**src/ccc_pkg.sv**
```systemverilog
// shared constants of the can core control and test block
package ccc_pkg;
  // ************************************************************
  // register offsets
  // ************************************************************
  localparam logic [7:0] CORE_CONTROL_ADDR = 8'h00; // control register
  localparam logic [7:0] TEST_CONTROL_ADDR = 8'h0a; // test register

  // ************************************************************
  // core_control field positions
  // ************************************************************
  localparam int CC_TEST    = 7;  // test mode enable
  localparam int CC_CFG_EN  = 6;  // config_change_enable
  localparam int CC_NO_RETX = 5;  // retransmit_disable
  localparam int CC_ERR_IE  = 3;  // error_irq_enable
  localparam int CC_STAT_IE = 2;  // status_change_irq_enable
  localparam int CC_MIE     = 1;  // module_irq_enable
  localparam int CC_INIT    = 0;  // setup hold
  localparam logic [7:0] CC_RESET = 8'h01; // only the hold bit set
  localparam logic [7:0] CC_MASK  = 8'hef; // bit 4 reads as zero

  // ************************************************************
  // test_control field positions
  // ************************************************************
  localparam int TC_RX    = 7;  // live receive pin, read only
  localparam int TC_TX_HI = 6;  // transmit pin control, upper bit
  localparam int TC_TX_LO = 5;  // transmit pin control, lower bit
  localparam int TC_LOOP  = 4;  // loopback_enable
  localparam int TC_SIL   = 3;  // listen only
  localparam int TC_BASIC = 2;  // basic mode
  localparam logic [7:0] TC_RESET = 8'h00; // writable bits reset to zero
  localparam logic [7:0] TC_MASK  = 8'h7c; // writable bits

  // ************************************************************
  // transmit pin modes, interrupt code, recovery counts
  // ************************************************************
  localparam logic [1:0] TX_CORE     = 2'h0; // core drives the pin
  localparam logic [1:0] TX_SAMPLE   = 2'h1; // sample point on the pin
  localparam logic [1:0] TX_DOMINANT = 2'h2; // constant dominant
  localparam logic [1:0] TX_RECESS   = 2'h3; // constant recessive
  localparam logic [15:0] IRQ_STATUS = 16'h8000; // status interrupt code
  localparam logic [2:0]  CODE_UNUSED = 3'h7;    // code that raises nothing
  localparam int IDLE_BITS  = 11;  // recessive bits in one bus idle
  localparam int IDLE_COUNT = 129; // bus idles to leave bus-off
endpackage : ccc_pkg

```
**src/ccc_core_control.sv**
```systemverilog
// control and test-mode logic of a can protocol core
//
// How it works
// test register writable only in test mode
// protected bits writable when config enable and hold
// retransmit_disable stops automatic resend
// error flags change loads status code
// new last_error_code not 7 loads status
// interrupt line follows nonzero identifier
// bus-off entry sets the hold bit
// hold toggling never shortens recovery
// recovery counts 129 idles of 11 bits
// recovery end clears error counters
// test functions combine, tx mode disrupts
// host clears test register before leaving
// test bit 7 shows live receive pin
// rx bit unreset, other test bits zero
// tx control selects core, sample, 0, 1
// listen-only bit puts module silent
`timescale 1ns/100ps
module ccc_core_control #(
  parameter int IDLE_BITS  = ccc_pkg::IDLE_BITS,  // bits per bus idle
  parameter int IDLE_COUNT = ccc_pkg::IDLE_COUNT  // idles per recovery
) (
  input  wire logic        clock,
  input  wire logic        srst,
  input  wire logic [7:0]  reg_addr,
  input  wire logic        reg_wr,
  input  wire logic [7:0]  reg_wdata,
  output logic      [7:0]  reg_rdata,
  input  wire logic        bus_off_flag,
  input  wire logic        error_warning_flag,
  input  wire logic        code_wr,
  input  wire logic [2:0]  last_error_code,
  input  wire logic        irq_clear,
  input  wire logic        bit_tick,
  input  wire logic        core_tx,
  input  wire logic        sample_point,
  input  wire logic        bus_receive_pin,
  output logic             bus_transmit_pin,
  output logic [15:0]      irq_identifier,
  output logic             can_int,
  output logic             config_write_ok,
  output logic             retransmit_disable,
  output logic             loopback_enable,
  output logic             listen_only,
  output logic             basic_mode,
  output logic             bus_halt,
  output logic             err_cnt_clear
);
  // ************************************************************
  // elaboration checks
  // ************************************************************
  if (IDLE_BITS < 1 || IDLE_BITS > 15)
    $error("IDLE_BITS must be 1 to 15");
  if (IDLE_COUNT < 1 || IDLE_COUNT > 255)
    $error("IDLE_COUNT must be 1 to 255");

  localparam logic [3:0] BIT_LAST  = 4'(IDLE_BITS - 1);
  localparam logic [7:0] IDLE_LAST = 8'(IDLE_COUNT - 1);

  logic [7:0]  ctrl_r;       // core_control storage
  logic [7:0]  test_r;       // writable test_control bits
  logic        busoff_d_r;   // bus-off flag of last cycle
  logic        warn_d_r;     // warning flag of last cycle
  logic        hold_bit;     // setup hold bit of core_control
  logic        recover_r;    // bus-off recovery pending
  logic [3:0]  bit_cnt_r;    // consecutive recessive bits
  logic [7:0]  idle_cnt_r;   // bus idles seen so far
  logic        idle_done;    // last bit of the last idle
  logic        wr_ctrl;      // host writes core_control
  logic        wr_test;      // host writes test_control

  // ************************************************************
  // write decode
  // ************************************************************
  assign wr_ctrl = reg_wr && reg_addr == ccc_pkg::CORE_CONTROL_ADDR;
  // gate test writes
  assign wr_test = reg_wr && reg_addr == ccc_pkg::TEST_CONTROL_ADDR
                   && ctrl_r[ccc_pkg::CC_TEST];

  // control register; bus-off entry forces the hold bit over the host
  always_ff @(posedge clock) begin
    if (srst) begin
      ctrl_r <= ccc_pkg::CC_RESET;
    end else begin
      if (wr_ctrl) begin
        ctrl_r <= reg_wdata & ccc_pkg::CC_MASK;
      end
      // bus-off sets hold
      if (bus_off_flag && !busoff_d_r) begin
        ctrl_r[ccc_pkg::CC_INIT] <= 1'b1;
      end
    end
  end

  // test register; rx bit is never stored, so it has no reset value
  always_ff @(posedge clock) begin
    if (srst) begin
      // test bits reset zero
      test_r <= ccc_pkg::TC_RESET;
    end else if (wr_test) begin
      // functions combine freely
      test_r <= reg_wdata & ccc_pkg::TC_MASK;
    end
  end

  // ************************************************************
  // mode outputs
  // ************************************************************
  // protected write window
  assign config_write_ok = ctrl_r[ccc_pkg::CC_CFG_EN]
                           && ctrl_r[ccc_pkg::CC_INIT];
  assign hold_bit        = ctrl_r[ccc_pkg::CC_INIT];
  // retransmission control
  assign retransmit_disable = ctrl_r[ccc_pkg::CC_NO_RETX];
  assign loopback_enable    = test_r[ccc_pkg::TC_LOOP];
  // silent mode select
  assign listen_only        = test_r[ccc_pkg::TC_SIL];
  assign basic_mode         = test_r[ccc_pkg::TC_BASIC];
  // halt while held and until recovery has fully run
  assign bus_halt = ctrl_r[ccc_pkg::CC_INIT] || recover_r;

  // ************************************************************
  // read path, one cycle after the address
  // ************************************************************
  always_ff @(posedge clock) begin
    if (srst) begin
      reg_rdata <= 8'h00;
    end else begin
      case (reg_addr)
        ccc_pkg::CORE_CONTROL_ADDR: begin
          reg_rdata <= ctrl_r;
        end
        ccc_pkg::TEST_CONTROL_ADDR: begin
          // live receive level
          reg_rdata <= {bus_receive_pin, test_r[ccc_pkg::TC_RX-1:0]};
        end
        default: begin
          reg_rdata <= 8'h00;  // unmapped reads zero
        end
      endcase
    end
  end

  // ************************************************************
  // transmit pin
  // ************************************************************
  // registered so the pin never glitches between modes
  always_ff @(posedge clock) begin
    if (srst) begin
      bus_transmit_pin <= 1'b1;
    end else begin
      // transmit pin select
      case (test_r[ccc_pkg::TC_TX_HI:ccc_pkg::TC_TX_LO])
        ccc_pkg::TX_CORE:     bus_transmit_pin <= core_tx;
        ccc_pkg::TX_SAMPLE:   bus_transmit_pin <= sample_point;
        ccc_pkg::TX_DOMINANT: bus_transmit_pin <= 1'b0;
        default:              bus_transmit_pin <= 1'b1;
      endcase
    end
  end

  // ************************************************************
  // status interrupt
  // ************************************************************
  always_ff @(posedge clock) begin
    if (srst) begin
      busoff_d_r <= 1'b0;
      warn_d_r   <= 1'b0;
    end else begin
      busoff_d_r <= bus_off_flag;
      warn_d_r   <= error_warning_flag;
    end
  end

  // a new event wins over a clear in the same cycle
  always_ff @(posedge clock) begin
    if (srst) begin
      irq_identifier <= 16'h0000;
    end else if (ctrl_r[ccc_pkg::CC_ERR_IE]
                 && (bus_off_flag != busoff_d_r
                     || error_warning_flag != warn_d_r)) begin
      // error flag change
      irq_identifier <= ccc_pkg::IRQ_STATUS;
    end else if (ctrl_r[ccc_pkg::CC_STAT_IE] && code_wr
                 && last_error_code != ccc_pkg::CODE_UNUSED) begin
      // last error code
      irq_identifier <= ccc_pkg::IRQ_STATUS;
    end else if (irq_clear) begin
      irq_identifier <= 16'h0000;
    end
  end

  // interrupt line
  assign can_int = ctrl_r[ccc_pkg::CC_MIE] && irq_identifier != 16'h0000;

  // ************************************************************
  // bus-off recovery
  // ************************************************************
  // counting runs only with the hold bit clear; re-setting it pauses
  // but never restarts or skips, so the sequence cannot be shortened
  assign idle_done = bit_tick && bus_receive_pin && !hold_bit
                     && bit_cnt_r == BIT_LAST && idle_cnt_r == IDLE_LAST;

  always_ff @(posedge clock) begin
    if (srst) begin
      recover_r  <= 1'b0;
      bit_cnt_r  <= 4'h0;
      idle_cnt_r <= 8'h00;
    end else if (bus_off_flag && !busoff_d_r) begin
      recover_r  <= 1'b1;
      bit_cnt_r  <= 4'h0;
      idle_cnt_r <= 8'h00;
    end else if (recover_r && !ctrl_r[ccc_pkg::CC_INIT] && bit_tick) begin
      // no shortcut
      if (!bus_receive_pin) begin
        bit_cnt_r <= 4'h0;  // dominant bit breaks the idle
      // count bus idles
      end else if (bit_cnt_r == BIT_LAST) begin
        bit_cnt_r  <= 4'h0;
        idle_cnt_r <= idle_cnt_r + 8'h01;
        if (idle_cnt_r == IDLE_LAST) begin
          recover_r <= 1'b0;
        end
      end else begin
        bit_cnt_r <= bit_cnt_r + 4'h1;
      end
    end
  end

  // clear error counters
  always_ff @(posedge clock) begin
    if (srst) begin
      err_cnt_clear <= 1'b0;
    end else begin
      err_cnt_clear <= recover_r && idle_done;
    end
  end

  // ************************************************************
  // checks
  // ************************************************************
  a_test_wr_gate: assert property (@(posedge clock) disable iff (srst)
    reg_wr && reg_addr == ccc_pkg::TEST_CONTROL_ADDR
    && !ctrl_r[ccc_pkg::CC_TEST] |=> $stable(test_r))
    else $error("test register changed outside test mode");
  a_prot_window: assert property (@(posedge clock) disable iff (srst)
    wr_ctrl && !reg_wdata[ccc_pkg::CC_INIT]
    && !(bus_off_flag && !busoff_d_r) |=> !config_write_ok)
    else $error("protected window open without hold");
  a_eie_load: assert property (@(posedge clock) disable iff (srst)
    ctrl_r[ccc_pkg::CC_ERR_IE] && error_warning_flag != warn_d_r
    |=> irq_identifier == ccc_pkg::IRQ_STATUS)
    else $error("warning change did not load status code");
  a_sie_load: assert property (@(posedge clock) disable iff (srst)
    !ctrl_r[ccc_pkg::CC_ERR_IE] && !ctrl_r[ccc_pkg::CC_STAT_IE]
    && !irq_clear |=> $stable(irq_identifier))
    else $error("identifier changed with both enables clear");
  a_irq_line: assert property (@(posedge clock) disable iff (srst)
    !ctrl_r[ccc_pkg::CC_MIE] |-> !can_int)
    else $error("interrupt active while disabled");
  a_busoff_hold: assert property (@(posedge clock) disable iff (srst)
    $rose(bus_off_flag) |=> hold_bit && recover_r ##1 bus_halt)
    else $error("bus-off did not set hold");
  a_recov_halt: assert property (@(posedge clock) disable iff (srst)
    $fell(recover_r) && !$past(srst)
    |-> $past(bit_tick) && $past(bus_receive_pin) && !$past(hold_bit)
        && $past(bit_cnt_r) == BIT_LAST && $past(idle_cnt_r) == IDLE_LAST)
    else $error("recovery ended before the full idle count");
  a_cnt_clear: assert property (@(posedge clock) disable iff (srst)
    err_cnt_clear |-> !recover_r && $past(recover_r))
    else $error("counter clear outside recovery end");
  a_rx_monitor: assert property (@(posedge clock) disable iff (srst)
    reg_addr == ccc_pkg::TEST_CONTROL_ADDR
    |=> reg_rdata[7] == $past(bus_receive_pin))
    else $error("rx monitor bit wrong");
  a_tx_dominant: assert property (@(posedge clock) disable iff (srst)
    test_r[ccc_pkg::TC_TX_HI:ccc_pkg::TC_TX_LO] == ccc_pkg::TX_DOMINANT
    |=> !bus_transmit_pin)
    else $error("pin not dominant in forced mode");
endmodule : ccc_core_control

```
**config.mk**
```make
export PLATFORM = sky130hd
export DESIGN_NAME = ccc_core_control
export DESIGN_NICKNAME = d
export VERILOG_FILES = /design/src/ccc_pkg.sv /design/src/ccc_core_control.sv
export SDC_FILE = /design/constraint.sdc
export NUM_CORES = 1
export LEC_CHECK = 0
export BUFFER_PORTS_ARGS = -buffer_cell sky130_fd_sc_hd__buf_2
export CORE_MARGIN = 5
export CORE_UTILIZATION = 53
export CTS_BUF_LIST = sky130_fd_sc_hd__clkbuf_4 sky130_fd_sc_hd__clkbuf_8 sky130_fd_sc_hd__clkbuf_16
export DETAILED_ROUTE_END_ITERATION = 10
export PLACE_DENSITY_LB_ADDON = 0.2
export REMOVE_ABC_BUFFERS = 1
export SETUP_SLACK_MARGIN = 0.15
export SYNTH_ARGS = -nofsm -noshare
export SYNTH_HDL_FRONTEND = slang
export SYNTH_SLANG_ARGS = --single-unit
```
**constraint.sdc**
```tcl
create_clock -name clock -period 4.6 [get_ports clock]
set_input_delay 0.69 -clock clock [delete_from_list [all_inputs] [get_ports clock]]
set_output_delay 0.69 -clock clock [all_outputs]
set_load 0.005 [all_outputs]
```
==> results of run 1 <==
cell usage after synthesis:
cell       number
nor4_1          6
nor2_1         10
and3_1          5
nand4_1         5
a21oi_1        10
buf_2           2
nand2b_1       18
and2_1          3
nor3b_1         1
o31ai_1         3
nand3_1         5
conb_1          1
clkbuf_1        8
a22oi_1         5
nor2b_1         4
and3b_1         1
nand4bb_1       1
or2_2           2
o21ai_0         5
a32oi_1         1
or4_1           3
nand2_1         9
and4b_1         1
ha_1            5
buf_4          15
or4_4           2
dfxtp_1        38
inv_1           8
and4_1          1
mux2i_1        15
nand3b_1        3
o41ai_1         1
nand4b_1        4
xor2_1          1
or3_1           4
a31oi_1         1
cells by family after synthesis:
| logic type | after synthesis | synth area share, % |
|---|---|---|
| flip-flops | 38 | 40.75 |
| other | 1 | 0.2009 |
| AND/OR/NAND/NOR | 88 | 28.89 |
| AO/OA/AOI/OAI | 26 | 8.512 |
| buffers and inverters | 33 | 9.786 |
| multiplexers | 15 | 8.043 |
| adder cells (fa/ha/maj) | 5 | 3.351 |
| XOR/XNOR | 1 | 0.4693 |
flip-flops by register name, summed over array words and instances, names as in the netlist:
signal	flops
err_cnt_clear	1
ctrl_r	7
busoff_d_r	1
idle_cnt_r	8
warn_d_r	1
bit_cnt_r	4
reg_rdata	8
irq_identifier	1
recover_r	1
test_r	5
bus_transmit_pin	1
final timing paths:
check | startpoint | to | slack [ns] | depth (start not counted)
max reg2reg | bit_cnt_r[0]$_SDFFE_PP0P_ | idle_cnt_r[4]$_SDFFE_PP0P_ | 2.80 | 5
min | idle_cnt_r[7]$_SDFFE_PP0P_ | idle_cnt_r[7]$_SDFFE_PP0P_ | 0.49 | 2
min reg2reg | idle_cnt_r[7]$_SDFFE_PP0P_ | idle_cnt_r[7]$_SDFFE_PP0P_ | 0.49 | 2
max | ctrl_r[0]$_SDFFE_PP1P_ | bus_halt | 2.77 | 2
power groups by stage:
| stage | Clock (mW) | Sequential (mW) | Combinational, mW |
|---|---|---|---|
| floorplan | 0 | 0.339 | 0.0181 |
| global placement | 0 | 0.340 | 0.0380 |
| detailed placement | 0 | 0.340 | 0.0393 |
| CTS | 0.300 | 0.332 | 0.0392 |
| global route | 0.315 | 0.333 | 0.0442 |
| finish | 0.297 | 0.332 | 0.0393 |
cell usage in the layout, fill, tap and decap left out, types with 2 or more instances in the layout:
cell,instances
and2_1,3
nand2b_1,18
or3_1,4
o21ai_0,5
ha_1,5
nand4_1,5
nor2_1,10
mux2i_1,15
nand3_1,5
nand2_1,9
or4_4,2
a22oi_1,5
dfxtp_1,38
or4_1,3
nor2b_1,4
o31ai_1,3
clkbuf_4,5
nor4_1,6
inv_1,8
nand4b_1,4
or2_2,2
and3_1,5
conb_1,15
buf_2,47
nand3b_1,3
a21oi_1,10
bufinv_16,2
worst reg2reg max path: cells and delay by family, from the launching register on:
family / cells / cell delay (ns)
simple gates: 2 / 0.96
flops: 1 / 0.36
compound gates: 1 / 0.15
fa+ha+maj: 1 / 0.18
buf+inv: 1 / 0.09
layer usage:
layer / GRT usage (%) / vias to the layer above / part of all wire, %
li1: - / 792 / -
met4: 4.555 / 0 / 0.54
met2: 24.79 / 49 / 44
met5: 0 / - / 0
met3: 5.217 / 4 / 8.2
met1: 20.67 / 693 / 47
cell type report:
type	count	area share [%]
multi-input combinational	150	44.96
sequential	38	35.04
timing repair buffer	47	10.84
clock inverter	2	2.767
tap	46	2.651
clock buffer	6	2.363
inverter	8	1.383
through the flow:
step / utilization [%] / total power, mW / hold slack [ns]
after floorplan: - / 0.3576 / 0.4433
after global placement: 61.24 / 0.3777 / 0.4680
after detailed placement: 61.24 / 0.3789 / 0.4706
after CTS: 64.55 / 0.6718 / 0.4864
after global routing: 64.55 / 0.6917 / 0.5141
final: 64.55 / 0.6690 / 0.4884
==> reports/qor.csv, run 1 <==
metric,value,unit
CTS clock-pin slew for the worst setup and hold paths,0.12,ns
die area,4809,sq um
TritonCTS Sinks,38,
Core Box Area,3363,sq um
initial antenna violation count,0,
fin crit share,39.74,%
worst path arrival time,1.14,ns
Slew HR,64.12,%
I/O pin cnt,63,
routability cong.,0.7814,
setup_tns,0,ns
Final #Nets,285,
clock power share,44.5,%
worst skew pair latency,0.35,ns
pin count of the biggest net entering global routing,32,
std cell rows,21,
Initial Util,55.51,%
register area share after synthesis,40.75,%
Final Setup Violations,0,
setup ws final,2.772,ns
GRT Total Usage,15.82,%
critical path class,reg -> out,
worst slew pin tran,0.5361,ns
post-CTS sizing,0,
Slew Limit Fails,0,
RSZ-0062 raised after global routing,no,
chip height,69.35,microns
Root Buffer,clkbuf_4,
Period minus WS final,1.828,ns
worst clock skew,0.01473,ns
Synth-to-Final Area Change,16.29,%
#FFs+latches synth,38,
cell taking the most area after synthesis,dfxtp_1,
total of fill cells in the finished design,313,
Startpoint Class,flop,
Sequential Area,760.7,sq um
vias in the first global route,1435,
outcome,completed,
DRC,0,
design internal power,533.0,uW
cell family with most CP delay,flip-flops,
Flop pwr share,49.7,%
Num CTS Buffers,5,
post-layout instance count excluding filler cells,297,
worst-case clock buffer depth,2,
CP Capture Type,output port,
"Hold-fix buffers, CTS",0,
CP Buf/Inv Count,1,
Switch Pwr,135.9,uW
main area contributors after synthesis,"dfxtp_1, mux2i_1, buf_4, nand2b_1, ha_1",
port bufs,47,
first-pass GRT wire length,6417,microns
layout cells sized above 1,23.51,%
fmax,547.1,MHz
Gate power share,5.9,%
H-tree depth,2,
CP max stage cell,dfxtp_1,
wire length per cell,13.16,microns
crit path max fanout,6,
Mean Syn Cell Area,9.018,sq um
CTS tree,built,
final WL,3910,microns
PD cells,308.2,nW/um^2
DRT antenna net count,0,
"Hold Vio Cnt, Final",0,
post-synth top area share,40.75,%
area of the multi-input gates,975.9,sq um
Synth Instances,207,
die width,69.35,microns
Critical Path RT,3.91,ns
Netlist cell types,36,
grt total ovfl,0,
Synth Cell Area,1867,sq um
Leak,0.9099,nW
DP Area,2059,sq um
worst-path cell chain,or2_2 > buf_2,
postcts setup bufs,0,
Switching Share,20.32,%
# diodes,0,
pre-CTS setup slack,2.537,ns
fin area,2171,sq um
Yosys warning count,0,
dpl hpwl,2990,microns
VDD IR max,0.1792,mV
initial detailed-routing violation count,74,
"slowest stage delay, CP",0.38,ns
Min-Delay Path Class,reg -> reg,
DR vias,1538,
placed insts,289,
DR vias/cell,5.178,
MaxCap Viol Count,0,
1st-pass router iterations,4,
(Power assumes the default switching activity.)
==> run 2: changes to the inputs <==
Settings changed: CORE_UTILIZATION 53 to 50.
Clock period 4.6 ns to 1.8 ns, I/O delays scaled along.
==> run 2 against run 1 <==
Against the previous run: combinational power rose to 2.7 times the previous value; clock skew down 0.011 ns; global-route usage down 0.59 points; clock-buffer cell count unchanged; non-clock buffer count up 8; flip-flop and latch count unchanged; sequential power rose to 2.6 times the previous value; largest power group is now the clock network.
==> reports/qor.csv, run 2 (synthesis gave the netlist of run 1 again) <==
metric,value,unit
# diodes,0,
H-tree depth,2,
"Hold-fix buffers, CTS",0,
Critical Path RT,2.03,ns
chip height,71.11,microns
MaxCap Viol Count,0,
DRT antenna net count,0,
CP Capture Type,flop,
Switching Share,19.21,%
CP Buf/Inv Count,2,
die area,5056,sq um
largest registers,"idle_cnt_r (8), reg_rdata (8), ctrl_r (7)",
fin crit share,86.74,%
Root Buffer,clkbuf_8,
CTS clock-pin slew for the worst setup and hold paths,0.07,ns
postcts setup bufs,0,
first-pass GRT wire length,6141,microns
Final Setup Violations,0,
Num CTS Buffers,5,
1st-pass router iterations,4,
crit path max fanout,12,
initial antenna violation count,0,
"commonest non-fill, non-tap cells in the layout","buf_2, dfxtp_1, nand2b_1",
Final #Nets,293,
fmax,640.5,MHz
worst skew pair latency,0.29,ns
initial detailed-routing violation count,60,
Startpoint Class,flop,
Gate power share,5.7,%
dpl hpwl,3019,microns
Leak,0.9616,nW
CP max stage cell,or4_1,
fin area,2265,sq um
Core Box Area,3633,sq um
DR vias,1589,
port bufs,47,
critical path class,reg -> reg,
worst-path cell chain,inv_1 > ha_1 > nand4b_1 > buf_4 > or4_1 > a21oi_1,
outcome,completed,
setup_tns,0,ns
worst clock skew,0.004004,ns
RSZ-0062 raised after global routing,no,
"slowest stage delay, CP",0.46,ns
"commonest non-fill, non-tap cell in the layout",buf_2,
DP Area,2122,sq um
Min-Delay Path Class,in -> reg,
I/O pin cnt,63,
post-CTS sizing,0,
std cell rows,22,
cell family with most CP delay,simple AND/OR/NAND/NOR gates,
VDD IR max,0.5607,mV
pin count of the biggest net entering global routing,20,
Flop pwr share,46.2,%
clock power share,48.1,%
wire length per cell,12.71,microns
final WL,3902,microns
grt total ovfl,0,
Slew Limit Fails,0,
routability cong.,0.7846,
worst path arrival time,1.79,ns
design internal power,1.485,mW
DRC,0,
Initial Util,51.38,%
layout cells sized above 1,25.87,%
PD cells,811.7,nW/um^2
TritonCTS Sinks,38,
DR vias/cell,5.176,
GRT Total Usage,15.23,%
Switch Pwr,353.1,uW
vias in the first global route,1405,
Period minus WS final,1.561,ns
die width,71.11,microns
worst-case clock buffer depth,2,
Synth-to-Final Area Change,21.31,%
CTS tree,built,
"Hold Vio Cnt, Final",0,
[run 2: cell count changes in the layout (fill, tap and decap cells not counted), sizes merged]
cell  delta
buf      +8
[run 2: worst min-delay path: stages]
cell	delay, ns
buf_2	0.07
nand2_1	0.04
nand3b_1	0.06
[run 2: metal layers]
| metal | up-vias | routed length, microns | global-route usage [%] |
|---|---|---|---|
| li1 | 806 | - | - |
| met1 | 730 | 1791 | 20.17 |
| met2 | 48 | 1747 | 23.07 |
| met3 | 5 | 331 | 6.676 |
| met4 | 0 | 31 | 3.132 |
| met5 | - | 0 | 0 |
[run 2: stage by stage]
step | std cells | utilization (%) | hold WS, ns | setup slack [ns] | power (mW)
after floorplan | 196 | - | 0.3391 | 0.2493 | 0.9138
after global placement | 299 | 58.40 | 0.4598 | 0.2630 | 0.9705
after detailed placement | 299 | 58.40 | 0.4737 | 0.2375 | 0.9715
after CTS | 307 | 62.33 | 0.1803 | 0.2421 | 1.855
after global routing | 307 | 62.33 | 0.2127 | 0.1535 | 1.894
final | 307 | 62.33 | 0.1851 | 0.2388 | 1.838
[run 2: power groups by stage]
stage          clock, mW  sequential [mW]  combinational, mW
2_1_floorplan          0            0.867             0.0464
3_3_place_gp           0            0.868              0.102
3_5_place_dp           0            0.868              0.104
4_1_cts            0.903            0.848              0.104
5_1_grt            0.927            0.849              0.119
6_report           0.885            0.849              0.105
[run 2: worst paths after layout]
path | endpoint | start | slack [ns] | cells past startpoint
worst min register to register | idle_cnt_r[7]$_SDFFE_PP0P_ | idle_cnt_r[7]$_SDFFE_PP0P_ | 0.48 | 2
worst max register to register | idle_cnt_r[3]$_SDFFE_PP0P_ | bit_cnt_r[0]$_SDFFE_PP0P_ | 0.24 | 6
worst max-delay path | idle_cnt_r[3]$_SDFFE_PP0P_ | bit_cnt_r[0]$_SDFFE_PP0P_ | 0.24 | 6
worst min-delay path | bus_transmit_pin$_SDFF_PP1_ | core_tx | 0.19 | 3
[run 2: final cells by class]
cell class | instances | area [sq um]
Sequential cell | 38 | 760.7
Multi-Input combinational cell | 150 | 975.9
Inverter | 8 | 30.03
Timing Repair Buffer | 55 | 295.3
Clock inverter | 2 | 60.06
Clock buffer | 6 | 82.58
Tap cell | 48 | 60.06
Fill cell | 346 | 1369
